===== src/scf_pkg.sv =====
// Shared constants, carrier types and divisor arithmetic for the serial unit
package scf_pkg;

	////////////////////////////////////////////////////////////////////////////
	// Widths and counts
	localparam int SCF_DATA_W = 8;
	localparam int SCF_HALF_W = 11;
	localparam int SCF_BUF_DEPTH = 2;
	localparam logic [4:0] SCF_LAST_EDGE = 5'h0f;

	// Reset values
	localparam logic [7:0] SCF_DATA_RST = 8'h00;
	localparam logic [3:0] SCF_SYNC_RST = 4'hf;

	// Indices into the synchronised pin vector
	localparam int SCF_PIN_SCK = 0;
	localparam int SCF_PIN_SEL = 1;
	localparam int SCF_PIN_MOSI = 2;
	localparam int SCF_PIN_MISO = 3;

	////////////////////////////////////////////////////////////////////////////
	// Control register one fields
	typedef struct packed {
		logic module_enable;
		logic master_select;
		logic select_output_enable;
		logic fault_detect_enable;
	} scf_ctl1_t;

	// Control register two fields
	typedef struct packed {
		logic single_pin_data_mode;
		logic single_pin_output_enable;
		logic stop_in_wait;
	} scf_ctl2_t;

	// Baud fields
	typedef struct packed {
		logic [2:0] baud_preselect_field;
		logic [2:0] baud_select_field;
	} scf_baud_t;

	// Status view
	typedef struct packed {
		logic fault_flag;
		logic transfer_done_flag;
		logic master_select;
		logic busy;
	} scf_status_t;

	localparam scf_ctl1_t SCF_CTL1_RST = '0;
	localparam scf_ctl2_t SCF_CTL2_RST = '0;

	////////////////////////////////////////////////////////////////////////////
	// Half period in module clocks: (pre + 1) * 2^sel, half of the divisor
	function automatic logic [SCF_HALF_W-1:0] scf_half(input scf_baud_t b);
		logic [SCF_HALF_W-1:0] p;
		p = {8'h00, b.baud_preselect_field} + 11'h001;
		scf_half = p << b.baud_select_field;
	endfunction

endpackage


===== src/scf_core.sv =====
// Serial peripheral unit: baud generation, auto select, single-pin data, mode fault, power modes
`timescale 1ns/1ps
module scf_core (
	// Clock and reset
	input wire logic clk,
	input wire logic rst,
	// Control register writes and status read strobe
	input wire logic ctl1_wr,
	input wire scf_pkg::scf_ctl1_t ctl1_wdata,
	input wire logic ctl2_wr,
	input wire scf_pkg::scf_ctl2_t ctl2_wdata,
	input wire scf_pkg::scf_baud_t baud,
	input wire logic status_rd,
	input wire logic done_clr,
	// Power modes
	input wire logic wait_mode,
	input wire logic stop_mode,
	// Data register write
	input wire logic tx_valid,
	input wire logic [7:0] tx_data,
	output logic tx_ready,
	// Received data
	output logic rx_valid,
	output logic [7:0] rx_data,
	input wire logic rx_ready,
	// Register readback
	output scf_pkg::scf_status_t status,
	output scf_pkg::scf_ctl1_t ctl1,
	output scf_pkg::scf_ctl2_t ctl2,
	// Serial clock pin
	input wire logic sck_in,
	output logic sck_out,
	output logic sck_oe,
	// Data pins
	input wire logic mosi_in,
	output logic mosi_out,
	output logic mosi_oe,
	input wire logic miso_in,
	output logic miso_out,
	output logic miso_oe,
	// Slave select pin
	input wire logic sel_n_in,
	output logic sel_n_out,
	output logic sel_n_oe
);
	import scf_pkg::*;

	typedef enum logic [1:0] {ST_IDLE, ST_MXFER, ST_SXFER} scf_state_t;

	scf_state_t state;
	logic [3:0] s1, s2, s3, filt, fprev;
	logic [7:0] shreg, tx_hold, tx_last, pend_data;
	logic [4:0] edge_cnt;
	logic in_bit, sck_lvl, tx_full, dr_mode, sel_fresh;
	logic pend_done, clr_arm, fault_flag, done_flag;
	logic baud_tick;

	////////////////////////////////////////////////////////////////////////////
	// Pin synchronisers: a change counts once stages two and three agree
	wire [3:0] agree = ~(s2 ^ s3);
	wire [3:0] next_filt = (agree & s3) | (~agree & filt);

	always_ff @(posedge clk) begin
		if (rst) begin
			s1 <= SCF_SYNC_RST;
			s2 <= SCF_SYNC_RST;
			s3 <= SCF_SYNC_RST;
			filt <= SCF_SYNC_RST;
			fprev <= SCF_SYNC_RST;
		end else begin
			s1 <= {miso_in, mosi_in, sel_n_in, sck_in};
			s2 <= s1;
			s3 <= s2;
			filt <= next_filt;
			fprev <= filt;
		end
	end

	////////////////////////////////////////////////////////////////////////////
	// Mode decoding
	wire en = ctl1.module_enable;
	wire is_master = en && ctl1.master_select;
	wire is_slave = en && !ctl1.master_select;
	wire bidi = ctl2.single_pin_data_mode;
	wire sel_low = !filt[SCF_PIN_SEL];
	// wait with stop-in-wait, or stop, is low power
	wire low_power = stop_mode || (wait_mode && ctl2.stop_in_wait);
	// auto select needs master, output enable and fault detect
	wire auto_sel = is_master && ctl1.select_output_enable && ctl1.fault_detect_enable;
	// low select input as detecting master is a fault
	// detect clear or slave never faults
	wire fault_det = is_master && ctl1.fault_detect_enable && !ctl1.select_output_enable && sel_low;
	// Pins may drive only with no fault pending or standing
	wire drive_ok = en && !fault_flag && !fault_det;

	// single-pin mode picks MOSI as master, MISO as slave
	// the shared pin always feeds the shift input
	wire m_sin = bidi ? filt[SCF_PIN_MOSI] : filt[SCF_PIN_MISO];
	wire s_sin = bidi ? filt[SCF_PIN_MISO] : filt[SCF_PIN_MOSI];
	wire s_rise = filt[SCF_PIN_SCK] && !fprev[SCF_PIN_SCK];
	wire s_fall = !filt[SCF_PIN_SCK] && fprev[SCF_PIN_SCK];

	////////////////////////////////////////////////////////////////////////////
	// Transfer control
	// divider runs only for a master transfer
	// and halts while in low power
	wire buf_ready;
	wire baud_run = (state == ST_MXFER) && !low_power && !fault_det;
	wire m_tick = baud_tick && baud_run;
	wire m_start = (state == ST_IDLE) && is_master && !fault_det && tx_full && buf_ready && !low_power;
	wire s_start = (state == ST_IDLE) && is_slave && sel_low;
	wire s_edge = (state == ST_SXFER) && (s_rise || s_fall);
	wire step = m_tick || s_edge;
	wire odd_edge = !edge_cnt[0];
	wire done_evt = step && (edge_cnt == SCF_LAST_EDGE);
	wire [7:0] done_data = {shreg[6:0], in_bit};
	wire slave_lp = is_slave && low_power;

	// deferred copy releases on exit; new done waits one cycle
	wire pend_release = pend_done && !low_power;
	wire push_now = pend_release || (done_evt && !slave_lp);
	wire [7:0] push_data = pend_release ? pend_data : done_data;
	wire next_pend = (done_evt && (slave_lp || pend_release)) || (pend_done && !pend_release);
	wire tx_take = tx_valid && tx_ready;

	// slave reload: data register if fresh, same byte in low power
	// otherwise last received byte stays in the shifter
	wire s_load_dr = tx_full && sel_fresh && !low_power;
	wire s_load_same = low_power && dr_mode;

	scf_baud u_baud (
		.clk(clk),
		.rst(rst),
		.run(baud_run),
		.baud(baud),
		.tick(baud_tick)
	);

	// State sequencing; fault and disable abort to idle
	always_ff @(posedge clk) begin
		if (rst) begin
			state <= ST_IDLE;
		end else if (!en || fault_det) begin
			state <= ST_IDLE;
		end else begin
			unique case (state)
				ST_IDLE: begin
					if (m_start) state <= ST_MXFER;
					else if (s_start) state <= ST_SXFER;
				end
				ST_MXFER: begin
					if (done_evt) state <= ST_IDLE;
				end
				ST_SXFER: begin
					if (done_evt || !sel_low) state <= ST_IDLE;
				end
			endcase
		end
	end

	// Shifter, edge count and master clock level
	always_ff @(posedge clk) begin
		if (rst) begin
			shreg <= SCF_DATA_RST;
			edge_cnt <= '0;
			in_bit <= 1'b0;
			sck_lvl <= 1'b0;
			dr_mode <= 1'b0;
		end else if (m_start) begin
			shreg <= tx_hold;
			edge_cnt <= '0;
			sck_lvl <= 1'b0;
		end else if (s_start) begin
			// byte type chosen at entry is kept during low power
			if (s_load_dr) shreg <= tx_hold;
			else if (s_load_same) shreg <= tx_last;
			if (!low_power) dr_mode <= s_load_dr;
			edge_cnt <= '0;
		end else if (step) begin
			// master clock toggles each half period
			if (m_tick) sck_lvl <= !sck_lvl;
			if (odd_edge) in_bit <= (state == ST_MXFER) ? m_sin : s_sin;
			else shreg <= done_data;
			edge_cnt <= edge_cnt + 5'h01;
		end else if (state == ST_IDLE) begin
			sck_lvl <= 1'b0;
		end
	end

	// Data register holding stage
	always_ff @(posedge clk) begin
		if (rst) begin
			tx_hold <= SCF_DATA_RST;
			tx_last <= SCF_DATA_RST;
			tx_full <= 1'b0;
			tx_ready <= 1'b1;
			sel_fresh <= 1'b1;
		end else begin
			if (tx_take) tx_hold <= tx_data;
			if (m_start || (s_start && s_load_dr)) tx_last <= tx_hold;
			tx_full <= tx_take || (tx_full && !(m_start || (s_start && s_load_dr)));
			tx_ready <= !(tx_take || (tx_full && !(m_start || (s_start && s_load_dr))));
			if (!sel_low) sel_fresh <= 1'b1;
			else if (s_start) sel_fresh <= 1'b0;
		end
	end

	// Received words; master waits on a full buffer, slave overrun is dropped
	scf_buf2 #(
		.W(SCF_DATA_W),
		.DEPTH(SCF_BUF_DEPTH)
	) u_rxbuf (
		.clk(clk),
		.rst(rst),
		.in_valid(push_now),
		.in_data(push_data),
		.in_ready(buf_ready),
		.out_valid(rx_valid),
		.out_data(rx_data),
		.out_ready(rx_ready)
	);

	////////////////////////////////////////////////////////////////////////////
	// Flags; a set in the clearing cycle wins
	always_ff @(posedge clk) begin
		if (rst) begin
			fault_flag <= 1'b0;
			clr_arm <= 1'b0;
			done_flag <= 1'b0;
			pend_done <= 1'b0;
			pend_data <= SCF_DATA_RST;
		end else begin
			// read with flag set arms, control one write clears
			fault_flag <= fault_det || (fault_flag && !(ctl1_wr && clr_arm));
			if (ctl1_wr) clr_arm <= 1'b0;
			else if (status_rd && fault_flag) clr_arm <= 1'b1;
			done_flag <= push_now || (done_flag && !done_clr);
			// hold the slave result until low power ends
			pend_done <= next_pend;
			if (done_evt && (slave_lp || pend_release)) pend_data <= done_data;
		end
	end

	// Control registers stay writable while disabled
	always_ff @(posedge clk) begin
		if (rst) begin
			ctl1 <= SCF_CTL1_RST;
			ctl2 <= SCF_CTL2_RST;
		end else begin
			if (ctl1_wr) ctl1 <= ctl1_wdata;
			if (ctl2_wr) ctl2 <= ctl2_wdata;
			if (fault_det) ctl1.master_select <= 1'b0;
			// fault in single-pin master drops the pin enable
			if (fault_det && bidi) ctl2.single_pin_output_enable <= 1'b0;
		end
	end

	assign status = '{fault_flag: fault_flag, transfer_done_flag: done_flag,
		master_select: ctl1.master_select, busy: (state != ST_IDLE)};

	////////////////////////////////////////////////////////////////////////////
	// Pin drivers, registered
	// clock drives as master only; select never drives as slave
	wire m_drive = drive_ok && ctl1.master_select;
	wire s_drive = drive_ok && !ctl1.master_select && sel_low;
	wire pin_dir = bidi ? ctl2.single_pin_output_enable : 1'b1;

	always_ff @(posedge clk) begin
		if (rst) begin
			sck_out <= 1'b0;
			sck_oe <= 1'b0;
			mosi_out <= 1'b0;
			mosi_oe <= 1'b0;
			miso_out <= 1'b0;
			miso_oe <= 1'b0;
			sel_n_out <= 1'b1;
			sel_n_oe <= 1'b0;
		end else begin
			sck_out <= sck_lvl;
			sck_oe <= m_drive;
			mosi_out <= shreg[7];
			mosi_oe <= m_drive && pin_dir;
			miso_out <= shreg[7];
			miso_oe <= s_drive && pin_dir;
			// select low during a transfer, high idle
			sel_n_out <= (state != ST_MXFER);
			sel_n_oe <= auto_sel && drive_ok;
		end
	end
endmodule


===== src/scf_baud.sv =====
// Baud divider: one-cycle tick at each serial clock half period
`timescale 1ns/1ps
module scf_baud (
	// Clock and reset
	input wire logic clk,
	input wire logic rst,
	// Control
	input wire logic run,
	input wire scf_pkg::scf_baud_t baud,
	// Half-period enable
	output logic tick
);
	import scf_pkg::*;

	logic [SCF_HALF_W-1:0] cnt;
	wire [SCF_HALF_W-1:0] half;
	wire last;

	assign half = scf_half(baud);
	assign last = (cnt == half - 11'h001);

	// all-zero fields tick every cycle, divide by two
	always_ff @(posedge clk) begin
		if (rst || !run) begin
			cnt <= '0;
			tick <= 1'b0;
		end else if (last) begin
			cnt <= '0;
			tick <= 1'b1;
		end else begin
			cnt <= cnt + 11'h001;
			tick <= 1'b0;
		end
	end
endmodule


===== src/scf_buf2.sv =====
// Small receive buffer with valid and ready on both sides
`timescale 1ns/1ps
module scf_buf2 #(
	parameter int W = 8,
	parameter int DEPTH = 2
) (
	// Clock and reset
	input wire logic clk,
	input wire logic rst,
	// Fill side
	input wire logic in_valid,
	input wire logic [W-1:0] in_data,
	output logic in_ready,
	// Drain side
	output logic out_valid,
	output logic [W-1:0] out_data,
	input wire logic out_ready
);
	import scf_pkg::*;

	localparam int AW = (DEPTH > 1) ? $clog2(DEPTH) : 1;
	localparam logic [AW:0] FULL = (AW+1)'(DEPTH);
	localparam logic [AW-1:0] LASTP = AW'(DEPTH - 1);

	logic [W-1:0] mem [DEPTH];
	logic [AW-1:0] wr;
	logic [AW-1:0] rd;
	logic [AW:0] count;
	wire push;
	wire pop;
	wire [AW:0] next_count;

	// Handshakes on both sides
	assign push = in_valid && in_ready;
	assign pop = out_valid && out_ready;
	assign next_count = count + {{AW{1'b0}}, push} - {{AW{1'b0}}, pop};
	assign out_data = mem[rd];

	// storage clears so reads show zero after reset
	always_ff @(posedge clk) begin
		if (rst) begin
			for (int i = 0; i < DEPTH; i++) begin
				mem[i] <= SCF_DATA_RST;
			end
		end else if (push) begin
			mem[wr] <= in_data;
		end
	end

	// Pointers and registered flags, so full and empty stay honest
	always_ff @(posedge clk) begin
		if (rst) begin
			wr <= '0;
			rd <= '0;
			count <= '0;
			in_ready <= 1'b1;
			out_valid <= 1'b0;
		end else begin
			if (push) wr <= (wr == LASTP) ? '0 : wr + 1'b1;
			if (pop) rd <= (rd == LASTP) ? '0 : rd + 1'b1;
			count <= next_count;
			in_ready <= (next_count != FULL);
			out_valid <= (next_count != '0);
		end
	end

endmodule


===== config.mk =====
export PLATFORM = sky130hd
export DESIGN_NAME = scf_core
export DESIGN_NICKNAME = d
export VERILOG_FILES = /design/src/scf_pkg.sv /design/src/scf_core.sv /design/src/scf_baud.sv /design/src/scf_buf2.sv
export SDC_FILE = /design/constraint.sdc
export NUM_CORES = 1
export LEC_CHECK = 0
export BUFFER_PORTS_ARGS = -buffer_cell sky130_fd_sc_hd__buf_2
export CAP_MARGIN = 15
export CORE_MARGIN = 2
export CORE_UTILIZATION = 55
export CTS_CLUSTER_DIAMETER = 150
export DETAILED_ROUTE_END_ITERATION = 6
export HOLD_SLACK_MARGIN = 0.1
export PLACE_DENSITY_LB_ADDON = 0.15
export SETUP_SLACK_MARGIN = 0.15
export SLEW_MARGIN = 0
export SYNTH_ARGS = -nofsm -noshare
export SYNTH_HDL_FRONTEND = slang
export SYNTH_SLANG_ARGS = --single-unit
export TNS_END_PERCENT = 1

===== constraint.sdc =====
create_clock -name clk -period 3.1 [get_ports clk]
set_clock_uncertainty 0.1 [all_clocks]
set_input_delay 0.31 -clock clk [delete_from_list [all_inputs] [get_ports clk]]
set_output_delay 0.31 -clock clk [all_outputs]
set_load 0.02 [all_outputs]

# After elaboration in Yosys (flattened, before gate mapping)
# Memories as Yosys holds them, arrays and structs flattened. A register that Yosys moved wholly into a read port is not among the register bits.
# Cells that the tools add are included.
# op_classes
addsub	8
eq_ne	11
shifts	1
mux	32
n_bitwise	10
reduce_logical	98
# ops
cell	count
8-bit two-way mux	8
1-bit logical AND	48
1-bit two-way mux	19
1-bit zero test	17
2-bit OR reduction	7
1-bit logical OR	13
3-bit AND reduction	4
11-bit by 1-bit adder with 11-bit output, second input constant	1
11-bit == test	1
11-bit by 3-bit << shifter with 11-bit output	1
11-bit by 1-bit subtractor with 11-bit output, second input constant	1
4-bit bitwise AND	2
2-bit two-way mux	4
4-bit inverter	2
8-bit OR reduction	1
2-bit != test, second input constant	3
2-bit case mux with 3 select lines	1
2-bit nonzero test	3
3-bit nonzero test	2
5-bit by 1-bit adder with 5-bit output, second input constant	1
5-bit by 4-bit == test with 1-bit output, second input constant	1
3-bit by 1-bit adder with 4-bit output, second input constant	1
2-bit by 1-bit != test with 1-bit output, second input constant	2
4-bit by 2-bit != test with 1-bit output, second input constant	1
other kinds (12)	16
# word_totals
ff_bits	98
mem_bits_rw	16
wordCells	203
n_memories	1
# mem_list
memory	depth	width	read_ports	rd_ports_with_merged_regs	wr	line_no	source
u_rxbuf.mem	2	8	1	1	2	scf_buf2.sv:25	logic [W-1:0] mem [DEPTH];

# Longest topological paths before layout
# Gate-level depths: netlist of run 1.
# logic_depth
word_depth	17
ltp_mapped	15
ltp_nobuf	13

# Cells and area by module
# A second synthesis of run 1 with hierarchy kept.
# unflattened
cells_unflattened	600
area_unflattened_um2	5744.3
# by_module_without_submodules
mod	n_inst	cells_each	area_each_um2	seq_area_each_um2
scf_core	1	361	3425.8	1601.5
scf_baud	1	165	1326.3	240.2
scf_buf2	1	74	992.2	620.6

# Worst setup path before layout of run 1
# Ideal clock, no wire load.
# synth_path
path_kind	in2reg
start	in baud[3] (netlist name)
end	reg u_baud.cnt[0]
setup_ns	0.072
arrival_time_ns	2.574
t_required_ns	2.928
path_slack_ns	0.354
path_stages	11
n_path_buf	2
path_cell_list	ha_1 clkbuf_1 nand2b_1 o211a_1 or3b_1 or3_1 or4_1 nand4_1 nor3_2 buf_6 nor3b_2
# synth_via
elab_chain_len	5
# synth_lines
element	line_no	source
start: declaration	scf_core.sv:12	input wire scf_pkg::scf_baud_t baud,
3-bit by 1-bit adder with 4-bit output	scf_pkg.sv:58	p = {8'h00, b.baud_preselect_field} + 11'h001;
11-bit by 3-bit << shifter with 11-bit output	scf_pkg.sv:59	scf_half = p << b.baud_select_field;
11-bit by 1-bit subtractor with 11-bit output	scf_baud.sv:20	assign last = (cnt == half - 11'h001);
11-bit == test	scf_baud.sv:20	
2-bit OR reduction (no source line)	n/a	
end signal: assignment	scf_baud.sv:31	cnt <= cnt + 11'h001;
end: declaration	scf_baud.sv:15	logic [SCF_HALF_W-1:0] cnt;
# No other way between the ends.
# A chain may end at the register's enable or synchronous reset.

==> summary.md, run 1 <==
| Metric | Value |
|---|---|
| Placed insts | `around 790` |
| Worst VDD drop | `0.000332 V` |
| Row cnt | `36` |
| Tcrit/Tclk final | `0.902` |
| Initial DRT Pass Iterations | `5` |
| Status | `finished clean` |
| Worst-path clk slew | `approximately 0.05 ns` |
| IO buf count | `63` |
| Routed wire per std cell | `14.6 um` |
| Core ar. | `9730 sq um` |
| Worst-Margin Slew | `0.896 ns` |
| Power Dens Cells | `roughly 560 nW/um^2` |
| CP arrival | `2.86 ns` |
| CTS Buf Count | `17` |
| Hold Path Class | `in -> reg` |
| Vias per cell | `5.58` |
| Top cells by area, synth | `dfxtp_1 (36%), edfxtp_1 (8.8%), nor2_1 (5.1%)` |
| Number of diodes | `0` |
| Layout cells sized above 1 | `0.202` |
| Num ports | `64` |
| Synth Register Bits | `between 100 and 150` |
| Vias in the first global route | `around 4400` |
| Synth cell types | `63` |
| Detail Route Antenna Nets | `0` |
| Initial antenna violation count | `0` |
| Register area share after synthesis | `0.450` |
| RSZ-0062 raised after global routing | `true` |
| WP data required | `3.17 ns` |
| Total track usage | `0.232` |
| Final hold violations | `0` |
| Power Total | `roughly 3.9 mW` |
| Cell count after synthesis | `approximately 610` |
| Relative slew slack | `0.397` |
| Die ar. | `10800 sq um` |
| Synth Flop Type | `dfxtp_1` |
| Setup crit start kind | `flip-flop` |
| Detailed-route via count | `4773` |
| Layout Cells excl Fill | `between 800 and 900` |
| Largest net degree at the start of global routing | `46` |
| CTS root buf | `clkbuf_8` |
| Syn Std Cell Area | `5480 sq um` |
| Synth Net Count | `656` |
| Initial DRC Count | `308` |
| Starting density of the core | `0.563` |
| Post-DP Area | `5910 sq um` |
| Grt total ovfl | `0` |
| WHS | `~0.13 ns` |
| Synth warnings | `0` |
| Synth async-reset ratio | `0` |
| Nets | `754` |
| Mean post-synth cell area | `8.96 sq um` |
| # setup viols final | `0` |
| CP Class | `reg -> reg` |
| Slowest-stage cell, CP | `nand2_1` |
| Number of synthesized flops with an enable pin | `16` |
| Finished layout cell area | `6860 sq um` |
| RePlAce Congestion | `~0.9` |
| Post-route DRC | `0` |
| Bufs on Longest Clock Path | `2` |
| H-tree levels | `4` |
| Area Overhead vs Synth | `25.2%` |
| FMAX | `between 0.3 and 0.4 GHz` |
| CP cell instances | `inv_1 -> ha_1 -> nand3_1 -> o21ai_0 -> a32oi_1 -> nand2b_1 -> inv_1 -> nand3_1 -> nand2_1` |
| Die Height | `104 um` |
| First-pass GRT wire length | `approximately 20 mm` |
| Routed wire length | `12.5 mm` |
| DIE WIDTH | `roughly 100 um` |
| Clock Sinks | `115` |
| Worst path bufs/invs | `2` |
| Area leader, netlist | `dfxtp_1` |
| Final Critical Period | `about 2.8 ns` |
| Synth top area share | `0.362` |
| Max cap viols | `0` |
| Max incr delay on CP | `0.43 ns` |
| DP HPWL | `8.31 mm` |
| Crit-path leading delay family | `simple AND/OR/NAND/NOR gates` |
| Worst Path Max Fanout | `9` |
| Pins Over Slew Limit | `0` |
| Fin Setup TNS | `0 ns` |
| Clock Latency Late Sink | `0.51 ns` |
| Crit path capture type | `flip-flop` |
| Count leader, synth | `dfxtp_1` |
| Leakage | `2.82 nW` |
| TritonCTS clock tree | `done` |
| List of most frequent post-synthesis cells | `dfxtp_1 (99), nor2_1 (74), nand2_1 (63)` |
==> final timing paths <==
path	from	end	slack, ns	cells past startpoint
setup / recovery	state[1]	u_rxbuf.mem[1][0]	0.31	9
hold / removal	rx_ready	flip-flop	0.13	4
setup reg to reg	state[1]	u_rxbuf.mem[1][0]	0.31	9
hold reg to reg	s1[0]	s2[0]	0.30	1
==> metrics by stage <==
| step | worst slack, ns | util |
|---|---|---|
| 3_3_place_gp | -0.0647 | 0.607 |
| 2_1_floorplan | 0.354 | - |
| 3_5_place_dp | -0.114 | 0.607 |
| 5_1_grt | 0.122 | 0.705 |
| 6_report | 0.305 | 0.705 |
| 4_1_cts | 0.305 | 0.704 |
==> state kept, by name, summed over array words and instances (netlist names), 2 cells and up, named ones only <==
register,flops
ctl2,2
shreg,8
u_rxbuf.count,2
s2,4
u_baud.cnt,11
pend_data,8
edge_cnt,5
ctl1,3
tx_hold,8
state,2
tx_last,8
s3,4
s1,4
u_rxbuf.mem,16
==> power by group <==
group / leakage, nW / switching (mW) / internal (mW)
Clock: 0.284 / 0.639 / 1.22
Combinational: 1.58 / 0.215 / 0.183
Sequential: 0.955 / 0.0338 / 1.56
Total: 2.82 / 0.887 / 2.96
==> per-layer routing <==
layer	share of wire	routed length [um]	GRT usage
met5	0	0	0
met4	0.017	217	0.0898
met3	0.049	613	0.0598
met2	0.49	6090	0.391
met1	0.44	5550	0.285
==> logic make-up after synthesis <==
kind of cell / count (synthesis) / share of synthesized area
and+or+nand+nor: 256 / 0.232
AOI/OAI and AO/OA: 118 / 0.145
DFF: 115 / 0.450
buffers and inverters: 52 / 0.0434
muxes: 33 / 0.0621
xor gates and xnor gates: 27 / 0.0446
adders and majority gates: 10 / 0.0228
==> final cells by class <==
type / instances / area, sq um
clock buffer: 23 / 477
timing repair buffer: 117 / 811
fill: 751 / 2870
multi-input combinational: 444 / 2780
clock inverter: 9 / 104
sequential: 115 / 2460
inverter: 14 / 52.6
tap: 133 / 166
==> worst register-to-register path, cell delays in order, from the launching register on <==
cell and delay (ns):
dfxtp_1 0.32, inv_1 0.08, ha_1 0.26, nand3_1 0.12, o21ai_0 0.28, a32oi_1 0.23
nand2b_1 0.25, inv_1 0.10, nand3_1 0.29, nand2_1 0.43
==> layout by cell type (no fill, tap or decap), types with 18 or more instances in the layout <==
cell type	n
nor2_1	74
buf_2	63
dfxtp_1	99
dlygate4sd3_1	36
a21oi_1	41
buf_4	18
nand3_1	29
mux2i_1	25
nand2_1	63
==> timing repair <==
item,CTS,global route
setup endpoints to repair,0,15
setup buffers,0,0
hold buffers,36,0
hold endpoints to repair,22,0
gates resized for setup,0,1
(Power assumes the default switching activity.)
==> inputs of run 2 (changes only) <==
SYNTH_HIERARCHICAL = 1   (was default)
==> run 2 against run 1 <==
  * Wire length rose by 2.0%
  * Critical endpoint is now u_rxbuf/in_ready
  * Via count down 2.5%
  * Combinational power fell by 23%
  * Global-route usage up 0.36 points
  * Core utilization decreased by 0.95 points
  * Sequential share of layout area is 1.3 points lower
==> summary.md, run 2 <==
| Metric | Value |
|---|---|
| Relative slew slack | `0.555 (+0.158)` |
| Synth Flop Type | `dfxtp_1` |
| Final hold violations | `0 (unchanged)` |
| CTS Buf Count | `17 (unchanged)` |
| Worst slack at placement | `0.141 ns (+0.255 ns)` |
| Routed wire per std cell | `15.0 um (+3.1%)` |
| Cell count after synthesis | `600 (-1.8%)` |
| Initial antenna violation count | `0 (unchanged)` |
| Worst Path Max Fanout | `5 (-4)` |
| Initial DRT Pass Iterations | `4 (-1)` |
| Pins Over Slew Limit | `0 (unchanged)` |
| CP Class | `reg -> reg` |
| Most common library cell in the layout ignoring fill and taps | `dfxtp_1` |
| Placed insts | `774 (-1.7%)` |
| Grt total ovfl | `0 (unchanged)` |
| Synth cell types | `74 (+17%)` |
| Mean post-synth cell area | `9.57 sq um (+6.8%)` |
| Largest net degree at the start of global routing | `34 (-26%)` |
| Power Total | `3.69 mW (-4.2%)` |
| RSZ-0062 raised after global routing | `false` |
| Max cap viols | `0 (unchanged)` |
| Status | `finished clean` |
| Finished layout cell area | `7110 sq um (+3.7%)` |
| Number of synthesized flops with an enable pin | `16 (unchanged)` |
| Vias per cell | `5.50 (-1.5%)` |
| WP data required | `3.39 ns (+0.22 ns)` |
| RePlAce Congestion | `0.875 (about the same)` |
| CTS root buf | `clkbuf_8` |
| Post-route DRC | `0 (unchanged)` |
| Clock Sinks | `115 (unchanged)` |
| Clock Latency Late Sink | `0.52 ns (about the same)` |
| IO buf count | `63 (unchanged)` |
| Max incr delay on CP | `0.48 ns (+0.05 ns)` |
| Setup crit start kind | `flip-flop` |
| Initial DRC Count | `186 (-40%)` |
| Crit path capture type | `flip-flop` |
| Area leader, netlist | `dfxtp_1` |
| Hold Path Class | `in -> reg` |
| First-pass GRT wire length | `21.2 mm (+4.2%)` |
| Tcrit/Tclk final | `0.914 (+0.0120)` |
| Bufs on Longest Clock Path | `2 (unchanged)` |
| Die ar. | `11300 sq um (+4.7%)` |
| Max reg flops | `16 (unchanged)` |
| Starting density of the core | `0.561 (-0.00143)` |
| Top cells by area, synth | `dfxtp_1 (35%), edfxtp_1 (8.4%), mux2i_1 (4.2%)` |
| Worst-Margin Slew | `0.667 ns (-0.229 ns)` |
| DP HPWL | `8.38 mm (+0.85%)` |
| List of most frequent post-synthesis cells | `dfxtp_1 (99), nor2_1 (50), nand2_1 (39)` |
| Worst-path clk slew | `0.06 ns (about the same)` |
| Number of diodes | `0 (unchanged)` |
| H-tree levels | `4 (unchanged)` |
| Leakage | `2.65 nW (-6.3%)` |
| TritonCTS clock tree | `done` |
| WHS | `0.129 ns (-0.00108 ns)` |
| Row cnt | `37 (+2.8%)` |
| Total track usage | `0.235 (+0.00357)` |
| Worst VDD drop | `0.000456 V (+38%)` |
| Largest Register | `u_rxbuf/mem` |
| Synth Register Bits | `115 (unchanged)` |
| DIE WIDTH | `106 um (+2.3%)` |
| CP arrival | `3.12 ns (+0.26 ns)` |
| Syn Std Cell Area | `5740 sq um (+4.9%)` |
| Final core occ | `0.695 (-0.00948)` |
| Die Height | `106 um (+2.3%)` |
| Most frequent cells in the layout | `dfxtp_1 (97), buf_2 (63), nor2_1 (50)` |
| Detailed-route via count | `4652 (-2.5%)` |
| Synth warnings | `6 (+6)` |
| FMAX | `0.353 GHz (-1.3%)` |
| Power Dens Cells | `519 nW/um^2 (-7.7%)` |
| Count leader, synth | `dfxtp_1` |
| Final Critical Period | `2.83 ns (+0.0371 ns)` |
| Core ar. | `10200 sq um (+5.2%)` |
| PnR worst setup slack | `0.268 ns (-0.0371 ns)` |
| Num ports | `64 (unchanged)` |
| Area Overhead vs Synth | `23.8%` |
| CP cell instances | `inv_1 -> ha_1 -> nand2_2 -> a211o_4 -> nand2_4 -> nand3_2 -> nand2_1 -> and2_4 -> xnor2_1 -> ha_2 -> xor2_4 -> a31oi_1 -> or4_1` |
| Synth top area share | `0.345 (-0.0169)` |
| Slowest-stage cell, CP | `or4_1` |
| Fin Setup TNS | `0 ns (unchanged)` |
| Vias in the first global route | `4484 (+2.4%)` |
| Synth async-reset ratio | `0 (unchanged)` |
| Register area share after synthesis | `0.429 (-0.0210)` |
| Fill count | `815 (+8.5%)` |
| Nets | `741 (-1.7%)` |
| Synth Net Count | `644 (-1.8%)` |
| # setup viols final | `0 (unchanged)` |
| Layout Cells excl Fill | `846 (-1.1%)` |
| Layout cells sized above 1 | `0.254 (+0.0513)` |
| Detail Route Antenna Nets | `0 (unchanged)` |
| Routed wire length | `12.7 mm (+2.0%)` |
| Post-DP Area | `6110 sq um (+3.5%)` |
| Crit-path leading delay family | `simple AND/OR/NAND/NOR gates` |
| Biggest regs | `u_rxbuf/mem x16, u_baud/cnt x11` |
| Worst path bufs/invs | `1 (-1)` |
run 2: worst paths after layout:
path            start                to  slack [ns]  depth (start not counted)
max          state[1]  u_rxbuf/in_ready        0.27                         13
min           ctl1_wr           ctl1[1]        0.13                          3
max reg2reg  state[1]  u_rxbuf/in_ready        0.27                         13
min reg2reg     s1[3]             s2[3]        0.31                          1
run 2: power breakdown:
part           internal, mW  total [mW]  switching (mW)  leakage [nW]
logic                 0.139       0.307           0.168          1.43
registers              1.54        1.57          0.0237         0.956
clock network          1.13        1.82           0.682         0.264
total                  2.81        3.69           0.874          2.65
run 2: layer usage:
metal / GRT usage / vias to the layer above / routed length [um]
li1: - / 2326 / -
met1: 0.293 / 2184 / 5760
met5: 0 / - / 0
met4: 0.0902 / 0 / 260
met2: 0.392 / 118 / 6140
met3: 0.0607 / 24 / 559
run 2: kinds of logic (layout without fill, tap and decap cells):
| group | after synthesis | count (layout) | share of synthesized area |
|---|---|---|---|
| xor+xnor | 36 | 36 | 0.0575 |
| compound gates | 122 | 122 | 0.142 |
| simple gates | 228 | 228 | 0.231 |
| buf+inv | 49 | 159 | 0.0444 |
| flops | 115 | 115 | 0.429 |
| fa+ha+maj | 9 | 9 | 0.0196 |
| mux | 41 | 41 | 0.0771 |
run 2: layout make-up:
type	count	area (sq um)	area share
Tap cell	136	170	0.0239
Timing Repair Buffer	116	806	0.113
Inverter	11	41.3	0.00581
Sequential cell	115	2460	0.347
Clock inverter	14	140	0.0197
Multi-Input combinational cell	436	3070	0.432
Clock buffer	18	418	0.0588
run 2: repair_timing:
action | in CTS | in global routing
buffers inserted | 0 | 3
endpoints found under the setup margin | 1 | 2
endpoints found under the hold margin | 22 | 0
hold buffers | 37 | 0
gates resized for setup | 3 | 7
cloned | 0 | 0
pin swaps | 0 | 3
run 2: worst min-delay path, cell delays in order:
cell and delay, ns:
buf_2 0.16, mux2i_1 0.16, nor2_1 0.07
